==> src/sadc_pkg.sv <==
// Shared constants and types for the successive-approximation converter control block.
`default_nettype none

package sadc_pkg;

	// ****************************************************************
	// Register map: printed offsets are word indexes on the bus.
	// ****************************************************************
	localparam int         ADDR_W     = 10;
	localparam logic [7:0] IDX_RES_HI = 8'hfa;
	localparam logic [7:0] IDX_RES_LO = 8'hfb;
	localparam logic [7:0] IDX_CTRL   = 8'hfc;

	// ****************************************************************
	// Control register field layout.
	// ****************************************************************
	localparam int CTL_START   = 0;
	localparam int CTL_SPD_LSB = 1;
	localparam int CTL_SPD_W   = 2;
	localparam int CTL_EOC     = 3;
	localparam int CTL_CH_LSB  = 4;
	localparam int CTL_CH_W    = 4;

	// ****************************************************************
	// Result layout and conversion timing in conversion clocks.
	// ****************************************************************
	localparam int                  RES_BITS     = 10;
	localparam int                  RES_HI_W     = 8;
	localparam int                  RES_LO_W     = 2;
	localparam logic [RES_BITS-1:0] SAR_MID      = 10'h200;
	localparam int                  SETUP_CLKS   = 10;
	localparam int                  CLKS_PER_BIT = 4;
	localparam int                  CONV_CLKS    = SETUP_CLKS + CLKS_PER_BIT * RES_BITS;
	localparam logic [3:0]          SETUP_LAST   = 4'(SETUP_CLKS - 1);
	localparam logic [1:0]          PHASE_LAST   = 2'(CLKS_PER_BIT - 1);
	localparam logic [3:0]          BIT_TOP      = 4'(RES_BITS - 1);

	// ****************************************************************
	// Conversion clock division selected by the speed field.
	// ****************************************************************
	typedef enum logic [1:0] {SPD_DIV16, SPD_DIV8, SPD_DIV4, SPD_DIV1} sadc_spd_t;
	localparam logic [3:0] LIM_DIV16 = 4'hf;
	localparam logic [3:0] LIM_DIV8  = 4'h7;
	localparam logic [3:0] LIM_DIV4  = 4'h3;
	localparam logic [3:0] LIM_DIV1  = 4'h0;

	// Sequencer states.
	typedef enum logic [1:0] {ST_IDLE, ST_SETUP, ST_BITS} sadc_st_t;

endpackage : sadc_pkg

`default_nettype wire

==> src/sadc_conv_if.sv <==
// Bundle between the register front end, the clock divider and the sequencer.
`default_nettype none

interface sadc_conv_if;
	logic                           tick;
	logic                           start;
	logic [1:0]                     speed;
	logic                           busy;
	logic                           done;
	logic                           cmp;
	logic [sadc_pkg::RES_BITS-1:0]  code;

	modport top (output start, speed, cmp, input busy, done, code);
	modport div (input speed, busy, output tick);
	modport sar (input tick, start, cmp, output busy, done, code);
endinterface : sadc_conv_if

`default_nettype wire

==> src/sadc_clkdiv.sv <==
// Conversion clock enable generator dividing the main clock by the selected speed.
`default_nettype none

module sadc_clkdiv #(
	parameter int DIV_W = 4
) (
	input wire logic  core_clk,
	input wire logic  reset,
	sadc_conv_if.div  cv
);

	// Every division limit must fit the counter.
	if (DIV_W < 4) begin : g_chk
		$error("sadc_clkdiv: DIV_W too small for the division limits");
	end

	logic [DIV_W-1:0] cnt_ff;
	logic             tick_ff;
	logic [DIV_W-1:0] lim;

	// ****************************************************************
	// Division select.
	// ****************************************************************
	// speed selects division.
	assign lim = (cv.speed == sadc_pkg::SPD_DIV16) ? DIV_W'(sadc_pkg::LIM_DIV16) :
	             (cv.speed == sadc_pkg::SPD_DIV8)  ? DIV_W'(sadc_pkg::LIM_DIV8)  :
	             (cv.speed == sadc_pkg::SPD_DIV4)  ? DIV_W'(sadc_pkg::LIM_DIV4)  :
	                                                 DIV_W'(sadc_pkg::LIM_DIV1);
	assign cv.tick = tick_ff;

	// The counter restarts while idle so each conversion begins on a clean period.
	always_ff @(posedge core_clk) begin
		if (reset || !cv.busy) begin
			cnt_ff  <= '0;
			tick_ff <= 1'b0;
		end else if (cnt_ff == lim) begin
			cnt_ff  <= '0;
			tick_ff <= 1'b1;
		end else begin
			cnt_ff  <= cnt_ff + DIV_W'(1);
			tick_ff <= 1'b0;
		end
	end
endmodule : sadc_clkdiv

`default_nettype wire

==> src/sadc_sar.sv <==
// Successive-approximation sequencer: set-up wait then one decision per result bit.
`default_nettype none

module sadc_sar (
	input wire logic  core_clk,
	input wire logic  reset,
	sadc_conv_if.sar  cv
);

	localparam int W = sadc_pkg::RES_BITS;

	sadc_pkg::sadc_st_t state_ff;
	logic [3:0]         cnt_ff;
	logic [1:0]         phase_ff;
	logic [3:0]         bit_ff;
	logic [W-1:0]       code_ff;
	logic               done_ff;
	logic [5:0]         len_ff;

	// Keep or drop the trial bit, then raise the next lower trial bit.
	function automatic logic [W-1:0] sar_step(input logic [W-1:0] c, input logic [3:0] b, input logic keep);
		logic [W-1:0] r;
		r = c;
		if (!keep) begin
			r[b] = 1'b0;
		end
		if (b != 4'h0) begin
			r[b - 4'h1] = 1'b1;
		end
		return r;
	endfunction : sar_step

	assign cv.busy = (state_ff != sadc_pkg::ST_IDLE);
	assign cv.done = done_ff;
	assign cv.code = code_ff;

	// ****************************************************************
	// Sequencer.
	// ****************************************************************
	// ten set-up then four per bit.
	always_ff @(posedge core_clk) begin
		if (reset) begin
			state_ff <= sadc_pkg::ST_IDLE;
			cnt_ff   <= 4'h0;
			phase_ff <= 2'h0;
			bit_ff   <= 4'h0;
			code_ff  <= '0;
			done_ff  <= 1'b0;
		end else begin
			done_ff <= 1'b0;
			case (state_ff)
				sadc_pkg::ST_IDLE: begin
					if (cv.start) begin
						code_ff  <= sadc_pkg::SAR_MID;
						cnt_ff   <= 4'h0;
						state_ff <= sadc_pkg::ST_SETUP;
					end
				end
				sadc_pkg::ST_SETUP: begin
					if (cv.tick && cnt_ff == sadc_pkg::SETUP_LAST) begin
						phase_ff <= 2'h0;
						bit_ff   <= sadc_pkg::BIT_TOP;
						state_ff <= sadc_pkg::ST_BITS;
					end else if (cv.tick) begin
						cnt_ff <= cnt_ff + 4'h1;
					end
				end
				sadc_pkg::ST_BITS: begin
					if (cv.tick && phase_ff == sadc_pkg::PHASE_LAST) begin
						phase_ff <= 2'h0;
						code_ff <= sar_step(code_ff, bit_ff, cv.cmp);
						if (bit_ff == 4'h0) begin
							done_ff  <= 1'b1;
							state_ff <= sadc_pkg::ST_IDLE;
						end else begin
							bit_ff <= bit_ff - 4'h1;
						end
					end else if (cv.tick) begin
						phase_ff <= phase_ff + 2'h1;
					end
				end
				default: begin
					state_ff <= sadc_pkg::ST_IDLE;
				end
			endcase
		end
	end

	// Tick counter seen only by the length check below.
	always_ff @(posedge core_clk) begin
		if (reset || (cv.start && !cv.busy)) begin
			len_ff <= 6'h0;
		end else if (cv.busy && cv.tick) begin
			len_ff <= len_ff + 6'h1;
		end
	end
endmodule : sadc_sar

`default_nettype wire

==> src/sadc_top.sv <==
// Converter control block: register front end on the bus and conversion sequencing.
//
// Summary of operation
// - Writing one to control bit 0 starts a conversion on the selected channel.
// - Control bits 7 to 4 pick one of sixteen analog inputs and may change between conversions.
// - The control register is read and written by software at index 0xfc.
// - Each conversion loads the approximation register with 0x200 and updates it every bit step.
// - Only one channel is converted at a time, to full ten bits.
// - Finishing a conversion sets the done flag in control bit 3 by hardware.
// - The finished result lands in the result registers and the block then idles until started.
// - A new conversion overwrites the result, so software reads both halves before restarting.
// - A conversion takes ten set-up clocks plus four clocks per bit, fifty conversion clocks.
// - Control bits 2 and 1 choose the main-clock division used as conversion clock.
// - Reset clears the start bit so nothing converts until software asks.
// - The high result register at index 0xfa is read-only and holds eight result bits.
// - The low result register at index 0xfb is read-only with two result bits in bits 1 and 0.
// - The high register carries the eight upper result bits, the low one the two lower bits.
//
// The Avalon-MM register port was chosen for this implementation.
`default_nettype none

module sadc_top (
	input  wire logic                              core_clk,
	input  wire logic                              reset,
	input  wire logic [sadc_pkg::ADDR_W-1:0]       avs_address,
	input  wire logic                              avs_read,
	input  wire logic                              avs_write,
	input  wire logic [31:0]                       avs_writedata,
	input  wire logic [3:0]                        avs_byteenable,
	output logic      [31:0]                       avs_readdata,
	output logic                                   avs_waitrequest,
	input  wire logic                              cmp_above,
	output logic      [sadc_pkg::RES_BITS-1:0]     dac_code,
	output logic      [sadc_pkg::CTL_CH_W-1:0]     chan_sel,
	output logic                                   conv_busy
);

	localparam int RW = sadc_pkg::RES_BITS;
	localparam int CW = sadc_pkg::CTL_CH_W;
	localparam int SW = sadc_pkg::CTL_SPD_W;

	// ****************************************************************
	// Storage.
	// ****************************************************************
	logic [31:0]   readdata_ff;
	logic          wait_ff;
	logic          start_ff;
	logic          start_pl_ff;
	logic          eoc_ff;
	logic [CW-1:0] ch_ff;
	logic [SW-1:0] spd_ff;
	logic [CW-1:0] chan_sel_ff;
	logic [SW-1:0] spd_run_ff;
	logic [RW-1:0] res_ff;
	logic          cmp_meta_ff;
	logic          cmp_sync_ff;

	sadc_conv_if u_if ();

	// ****************************************************************
	// Address decode.
	// ****************************************************************
	// Word index to byte address match; low address bits must be zero.
	function automatic logic addr_hit(input logic [sadc_pkg::ADDR_W-1:0] a, input logic [7:0] idx);
		return a == {idx, 2'b00};
	endfunction : addr_hit

	wire           req       = avs_read || avs_write;
	wire           hit_ctrl  = addr_hit(avs_address, sadc_pkg::IDX_CTRL);
	wire           hit_hi    = addr_hit(avs_address, sadc_pkg::IDX_RES_HI);
	wire           hit_lo    = addr_hit(avs_address, sadc_pkg::IDX_RES_LO);
	wire           wr_acc    = avs_write && !wait_ff;
	wire           rd_ld     = avs_read && wait_ff;
	wire           ctrl_wr   = wr_acc && hit_ctrl && avs_byteenable[0];
	wire [CW-1:0]  wr_ch     = avs_writedata[sadc_pkg::CTL_CH_LSB +: CW];
	wire [SW-1:0]  wr_spd    = avs_writedata[sadc_pkg::CTL_SPD_LSB +: SW];

	// start on bit write.
	// A start while busy is dropped: the sequencer serves one channel at a time.
	wire           start_acc = ctrl_wr && avs_writedata[sadc_pkg::CTL_START] && !start_ff;

	// ****************************************************************
	// Read data selection.
	// ****************************************************************
	// control readback.
	wire [7:0]     ctrl_rd   = {ch_ff, eoc_ff, spd_ff, start_ff};
	wire [7:0]     hi_rd     = res_ff[RW-1 -: sadc_pkg::RES_HI_W];
	wire [7:0]     lo_rd     = {6'h00, res_ff[sadc_pkg::RES_LO_W-1:0]};
	// Unmapped addresses read as zero and ignore writes.
	wire [31:0]    rd_mux    = hit_ctrl ? {24'h000000, ctrl_rd} :
	                           hit_hi   ? {24'h000000, hi_rd}   :
	                           hit_lo   ? {24'h000000, lo_rd}   : 32'h00000000;

	// ****************************************************************
	// Bus handshake.
	// ****************************************************************
	// One wait cycle per access keeps the read data registered before it is sampled.
	always_ff @(posedge core_clk) begin
		if (reset) begin
			wait_ff <= 1'b1;
		end else begin
			wait_ff <= !(req && wait_ff);
		end
	end

	// Read data is captured as the wait is lowered and held until the next read.
	always_ff @(posedge core_clk) begin
		if (reset) begin
			readdata_ff <= 32'h00000000;
		end else if (rd_ld) begin
			readdata_ff <= rd_mux;
		end
	end

	// ****************************************************************
	// Control register.
	// ****************************************************************
	// channel field written.
	// speed field written.
	// Both fields may be written at any time; a start uses the fields of its own write, not the stored ones.
	always_ff @(posedge core_clk) begin
		if (reset) begin
			ch_ff  <= '0;
			spd_ff <= '0;
		end else if (ctrl_wr) begin
			ch_ff  <= wr_ch;
			spd_ff <= wr_spd;
		end
	end

	// idle after done.
	// The start bit reads one for the whole conversion and clears with the done pulse.
	always_ff @(posedge core_clk) begin
		if (reset) begin
			start_ff    <= 1'b0;
			start_pl_ff <= 1'b0;
		end else begin
			start_pl_ff <= start_acc;
			if (start_acc) begin
				start_ff <= 1'b1;
			end else if (u_if.done) begin
				start_ff <= 1'b0;
			end
		end
	end

	// start clears flag.
	// Set is tested first so a finishing conversion is never lost.
	always_ff @(posedge core_clk) begin
		if (reset) begin
			eoc_ff <= 1'b0;
		end else if (u_if.done) begin
			eoc_ff <= 1'b1;
		end else if (start_acc) begin
			eoc_ff <= 1'b0;
		end
	end

	// latch channel per conversion.
	// Channel and speed are frozen at start so a rewrite cannot disturb a running conversion.
	always_ff @(posedge core_clk) begin
		if (reset) begin
			chan_sel_ff <= '0;
			spd_run_ff  <= '0;
		end else if (start_acc) begin
			chan_sel_ff <= wr_ch;
			spd_run_ff  <= wr_spd;
		end
	end

	// ****************************************************************
	// Result registers.
	// ****************************************************************
	// store result.
	always_ff @(posedge core_clk) begin
		if (reset) begin
			res_ff <= '0;
		end else if (u_if.done) begin
			res_ff <= u_if.code;
		end
	end

	// ****************************************************************
	// Comparator input synchroniser.
	// ****************************************************************
	// The comparator pin is asynchronous; only the second stage is used.
	always_ff @(posedge core_clk) begin
		if (reset) begin
			cmp_meta_ff <= 1'b0;
			cmp_sync_ff <= 1'b0;
		end else begin
			cmp_meta_ff <= cmp_above;
			cmp_sync_ff <= cmp_meta_ff;
		end
	end

	// ****************************************************************
	// Sequencer and divider.
	// ****************************************************************
	assign u_if.start = start_pl_ff;
	assign u_if.speed = spd_run_ff;
	assign u_if.cmp   = cmp_sync_ff;

	sadc_clkdiv #(
		.DIV_W (4)
	) u_div (
		.core_clk (core_clk),
		.reset    (reset),
		.cv       (u_if.div)
	);

	sadc_sar u_sar (
		.core_clk (core_clk),
		.reset    (reset),
		.cv       (u_if.sar)
	);

	// Outputs.
	assign avs_readdata    = readdata_ff;
	assign avs_waitrequest = wait_ff;
	assign dac_code        = u_if.code;
	assign chan_sel        = chan_sel_ff;
	assign conv_busy       = start_ff;
endmodule : sadc_top

`default_nettype wire

==> config.mk <==
export PLATFORM = sky130hd
export DESIGN_NAME = sadc_top
export DESIGN_NICKNAME = d
export VERILOG_FILES = /design/src/sadc_pkg.sv /design/src/sadc_conv_if.sv /design/src/sadc_clkdiv.sv /design/src/sadc_sar.sv /design/src/sadc_top.sv
export SDC_FILE = /design/constraint.sdc
export NUM_CORES = 1
export LEC_CHECK = 0
export ABC_AREA = 0
export ABC_CLOCK_PERIOD_IN_PS = 2000
export BUFFER_PORTS_ARGS = -buffer_cell sky130_fd_sc_hd__clkbuf_2
export CORE_ASPECT_RATIO = 1.5
export CORE_MARGIN = 2
export CORE_UTILIZATION = 52
export DETAILED_ROUTE_END_ITERATION = 8
export GPL_TIMING_DRIVEN = 1
export HOLD_SLACK_MARGIN = 0.12
export PLACE_DENSITY_LB_ADDON = 0.3
export SKIP_LAST_GASP = 1
export SLEW_MARGIN = 20
export SYNTH_ARGS = -nofsm -noshare
export SYNTH_HDL_FRONTEND = slang
export SYNTH_SLANG_ARGS = --single-unit
==> constraint.sdc <==
create_clock -name core_clk -period 2 [get_ports core_clk]
set_clock_uncertainty 0.1 [all_clocks]
set_input_delay 0.2 -clock core_clk [delete_from_list [all_inputs] [get_ports core_clk]]
set_output_delay 0.2 -clock core_clk [all_outputs]
set_load 0.05 [all_outputs]
==> results.toml, run 1 <==
[outcome]
outcome = "complete, no violations"

[finish]
syn2layout_area_growth_pct = 16.38
final_nets = 501
fillers = 526
diodes = 0
fin_area_mm2 = 0.003832
final_util = 0.6251
drive_gt1_frac = 0.1968

[route]
vias_per_cell = 5.570
drt_iter0_markers = 124
postRouteAntennaNets = 0
wire_per_inst_um = 14.45
first_pass_iters = 4
vias = 2874
post-route-drc-count = 0
routed_wl_mm = 7.455

[timing]
timing.final.crit_share = 0.9472
fmax_mhz = 527.9
slew_headroom = 0.5785
drv_slew = 0
fin_setup_tns_ns = 0
max_slew.worst_pin.slew_ns = 0.6322
setup_viol_count_final = 0
finalCriticalPeriod_ns = 1.894
hold_viol_final = 0
rsz0062_at_grt = "yes"
finalWorstSetupSlack_ns = 0.1057

[placement]
gp_congestion = 0.9261
preCtsSetupSlack_ns = 0.1815
dpl-instance-area_mm2 = 0.003523
dp_hpwl_mm = 5.375
port_buffers = 46

[cts]
clkLatencyLatePin_ns = 0.34
htree_levels = 3
clock_sinks = 64
clockBufferDepth = 2
cts-buffers-inserted = 9
clk_pin_slew_ns = 0.07
root_buffer = "clkbuf_8"
cts_resized = 0
cts_tree = "built"
cts_setup_buffers = 0

[die]
dieHeight_um = 101.5
core_area_mm2 = 0.006131
start_util = 0.5371
io_pins = 99
std_cell_rows = 35
dieArea_mm2 = 0.006999
die_w_um = 68.98

[yosys]
yosysUniqueCellTypes = 58
syn_inst = 379
synth_edf_count = 0
synth_top_area_share = 0.3891
synth_area_leaders = "dfxtp_1, buf_4, ha_1"
avgSynthCellArea_um2 = 8.689
synth_common_cells = "dfxtp_1, nand2_1, a21oi_1, buf_4, o21ai_0"
synth_most_common_cell = "dfxtp_1"
yosys_register_bits = 64
async_reset_ff_frac = 0
synth_top_flop_cell = "dfxtp_1"
ys_seq_area_frac = 0.3891
yosys.area.top_type = "dfxtp_1"
yosys_warnings = 0
synth_area_mm2 = 0.003293

[grt]
grt_pass1_vias = 2596
grt_max_degree = 17
grt_use_met1 = 0.2408
grt-ovfl-total = 0
grtUsageMet3 = 0.04778
grtUsageMet2 = 0.4083
grt_pass1_wl_mm = 11.75
track_usage = 0.2241
antenna_found_initial = 0
grt.busiest_layer = "met2"

[pwr]
power-per-cell-area_mw_per_mm2 = 899.8
peakVddDrop_mv = 0.5701
power.leakage_uw = 0.001482

[critical_path]
critPathMaxStageDelay_ns = 0.38
crit_slowest_cell = "a221oi_2"
path_cells = "inv_1, ha_1, and3_1, nand3_1, a221oi_2, o2bb2ai_1"
end_kind = "flop"
cp.arrival_ns = 2.06
critPathKind = "flop to flop"
crit_path_start_kind = "flop"
cp.required_ns = 2.17
path_max_fanout = 7

[run]
maxCapViolCount = 0

[min_path]
hold_path_class = "input pin to flop"
## logic make-up after synthesis
logic type                 Yosys count  synth area share
and+or+nand+nor                    133            0.2223
AOI/OAI and AO/OA                   98            0.1979
DFF                                 64            0.3891
buffers and inverters               56           0.09764
adders and majority gates           13           0.04939
muxes                               12           0.03723
xor gates and xnor gates             2          0.005320
other                                1          0.001139
## metal layers
metal	vias up	routed length (um)
met4	0	126
met5	-	0
li1	1444	-
met3	10	295
met2	69	3945
met1	1351	3086
## final timing paths
kind                                        end                      startpoint  depth (start not counted)  slack (ns)
hold reg to reg          cmp_sync_ff$_SDFF_PP0_          cmp_meta_ff$_SDFF_PP0_                          1        0.35
setup reg to reg  u_sar.cv.code[2]$_SDFFE_PP0P_  u_sar.state_ff[0]$_SDFFE_PP0P_                          6        0.11
setup / recovery  u_sar.cv.code[2]$_SDFFE_PP0P_  u_sar.state_ff[0]$_SDFFE_PP0P_                          6        0.11
hold / removal              eoc_ff$_SDFFE_PP0P_                           reset                          2        0.14
## where the power goes
part / internal, uW / switching, uW / total [uW]
clock network: 703 / 530 / 1230
logic: 299 / 543 / 842
registers: 1320 / 54.6 / 1370
total: 2320 / 1130 / 3450
## repair_timing
item                       4_1_cts  5_1_grt
setup endpoints to repair        0        1
hold buffers                     9        0
hold endpoints to repair        14        0
## flip-flops by register name, indices dropped and copies added, names as in the netlist
register and count:
u_sar.phase_ff 2, conv_busy 1, u_sar.state_ff 2, chan_sel 4
avs_waitrequest 1, eoc_ff 1, ch_ff 4, u_sar.bit_ff 4
spd_run_ff 2, spd_ff 2, start_pl_ff 1, res_ff 10
cmp_sync_ff 1, u_sar.cv.code 10, u_div.cv.tick 1, u_div.cnt_ff 4
u_sar.cv.done 1, u_sar.cnt_ff 4, avs_readdata 8, cmp_meta_ff 1
## per-stage QoR
step / hold WS [ns] / instances / total power, uW
2_1_floorplan: 0.2004 / 402 / 2059
3_3_place_gp: 0.3093 / 491 / 2200
3_5_place_dp: 0.3412 / 491 / 2218
4_1_cts: 0.1330 / 516 / 3454
5_1_grt: 0.1344 / 516 / 3611
6_report: 0.1403 / 516 / 3448
## final cells by class
type                       instances  area (um2)  share of cell area
tap                               74       92.59             0.02416
clock buffer                       9       123.9             0.03232
multi-input combinational        282        1777              0.4636
timing repair buffer              68       417.9              0.1090
inverter                          12       45.04             0.01175
clock inverter                     7       95.09             0.02481
sequential                        64        1281              0.3343
## worst max-delay path, delay by kind of cell, from the launching register on
family / cells / cell delay, ns
buffers and inverters: 1 / 0.09
DFF: 1 / 0.32
adders and majority gates: 1 / 0.25
and+or+nand+nor: 2 / 0.52
AOI/OAI and AO/OA: 2 / 0.55
## cell usage in the layout, fill, tap and decap left out, drive strengths merged, types with 3 or more instances in the layout
master and instances:
a211oi 4, dlygate4sd3 9, buf 13, or3 4
nand3b 3, nor2 17, and2 3, nor4 4
nor3 4, a22oi 8, nand2 33, o21ai 22
o2bb2ai 4, conb 24, nor4b 4, clkinv 4
nor2b 16, a31oi 4, inv 12, o31ai 9
a21oi 31, nand3 16, mux2i 10, ha 13
nand2b 3, clkbuf 55, dfxtp 64, a32o 3
nand4 14
Power figures use the tool's default switching activity.
==> run 2, diff against run 1 <==
- CORE_UTILIZATION: 52 -> 45
==> run 2 against run 1 <==
Via count increased by 0.17%; die area is 15% higher; cell count rose by 4.7%; critical path type unchanged; critical endpoint is now u_sar.cnt_ff[1]$_SDFFE_PP0P_; highest routed layer unchanged.
==> results.toml, run 2 (synthesized netlist as in run 1, its figures left out) <==
[timing]
slew_headroom = 0.5931
drv_slew = 0
fin_setup_tns_ns = 0
fmax_mhz = 535.7
rsz0062_at_grt = "no"
finalWorstSetupSlack_ns = 0.1333
hold_viol_final = 0
setup_viol_count_final = 0
max_slew.worst_pin.slew_ns = 0.6095
timing.final.crit_share = 0.9334
finalCriticalPeriod_ns = 1.867

[outcome]
outcome = "complete, no violations"

[die]
dieArea_mm2 = 0.008033
io_pins = 99
die_w_um = 73.85
dieHeight_um = 108.8
start_util = 0.4587
core_area_mm2 = 0.007179
std_cell_rows = 38

[route]
drt_iter0_markers = 112
routed_wl_mm = 7.632
vias_per_cell = 5.331
post-route-drc-count = 0
vias = 2879
first_pass_iters = 4
wire_per_inst_um = 14.13
postRouteAntennaNets = 0

[critical_path]
end_kind = "flop"
path_cells = "inv_1, ha_1, nor2b_2, buf_4, or4b_1, a21oi_1"
crit_slowest_cell = "or4b_1"
critPathMaxStageDelay_ns = 0.46
cp.required_ns = 2.17
crit_path_start_kind = "flop"
cp.arrival_ns = 2.03
path_max_fanout = 6
critPathKind = "flop to flop"

[grt]
grt_use_met1 = 0.1933
track_usage = 0.1954
grt_pass1_vias = 2675
grtUsageMet3 = 0.05176
grt.busiest_layer = "met2"
grtUsageMet2 = 0.3559
grt-ovfl-total = 0
antenna_found_initial = 0
grt_pass1_wl_mm = 11.96
grt_max_degree = 20

[placement]
gp_congestion = 0.8513
dp_hpwl_mm = 5.553
dp_cells = 516
port_buffers = 46
preCtsSetupSlack_ns = 0.1473

[finish]
final_nets = 500
layout_common_cells = "dfxtp_1, clkbuf_2, nand2_1"
diodes = 0
syn2layout_area_growth_pct = 16.30
regArea_mm2 = 0.001281
finalNonFillerCells = 540
multi_input_area_mm2 = 0.001780
final_common_cell = "dfxtp_1"
fillers = 687
drive_gt1_frac = 0.1932

[min_path]
hold_path_class = "input pin to flop"

[cts]
clk_pin_slew_ns = 0.07
clkLatencyLatePin_ns = 0.34
clock_sinks = 64
htree_levels = 3
cts-buffers-inserted = 9
cts_tree = "built"
clockBufferDepth = 2
root_buffer = "clkbuf_8"

[pwr]
power.leakage_uw = 0.001460
peakVddDrop_mv = 0.4302
power-per-cell-area_mw_per_mm2 = 865.0

[run]
maxCapViolCount = 0
[run 2: changes by cell type in the layout (fill, tap and decap cells not counted), sizes merged]
cell    previous run  this run
inv               12        11
buf               13        12
bufinv             2         1
clkinv             4         2
clkbuf            55        58
[run 2: routing by layer]
layer  up-vias  wire length, um
met5         -                0
met4         0              265
met3        18              325
met2        87             4003
met1      1325             3038
li1       1449                -
[run 2: worst paths after layout]
check	start	to	slack, ns	cells past startpoint
worst max-delay path	u_sar.state_ff[1]$_SDFFE_PP0P_	u_sar.cnt_ff[1]$_SDFFE_PP0P_	0.13	6
worst min-delay path	avs_address[4]	avs_readdata[1]$_SDFFE_PP0P_	0.17	4
worst max register to register	u_sar.state_ff[1]$_SDFFE_PP0P_	u_sar.cnt_ff[1]$_SDFFE_PP0P_	0.13	6
worst min register to register	cmp_meta_ff$_SDFF_PP0_	cmp_sync_ff$_SDFF_PP0_	0.34	1
[run 2: layout make-up]
| class | count | area share |
|---|---|---|
| clock inverters | 3 | 0.01111 |
| repair buffers | 67 | 0.1072 |
| well taps | 100 | 0.03267 |
| flip-flops and latches | 64 | 0.3345 |
| multi-input cells | 282 | 0.4649 |
| inverters | 12 | 0.01176 |
| clock buffers | 12 | 0.03790 |
[run 2: power by group]
group	internal [uW]	switching, uW	leakage (uW)	total (uW)
Clock	601	486	0.0000925	1090
Sequential	1320	53.7	0.000517	1370
Combinational	298	555	0.000851	853
Total	2220	1090	0.00146	3310
[run 2: stage by stage]
step	total power [uW]	hold WS, ns	instance area [um2]	util
2_1_floorplan	2059	0.2004	3379	-
3_3_place_gp	2200	0.3097	3548	0.4942
3_5_place_dp	2221	0.3185	3548	0.4942
4_1_cts	3322	0.1488	3826	0.5329
5_1_grt	3486	0.2002	3830	0.5335
6_report	3313	0.1683	3830	0.5335
[run 2: critical path, delay by kind of cell, from the launching register on]
kind / cells / cell delay (ns)
compound gates: 1 / 0.17
fa+ha+maj: 1 / 0.25
buf+inv: 2 / 0.23
flops: 1 / 0.36
simple gates: 2 / 0.68
[run 2: what timing repair did]
item | 4_1_cts | 5_1_grt
buffers inserted | 0 | 0
endpoints found under the setup margin | 0 | 2
endpoints found under the hold margin | 14 | 0
hold buffers | 9 | 0
gates resized for setup | 0 | 2
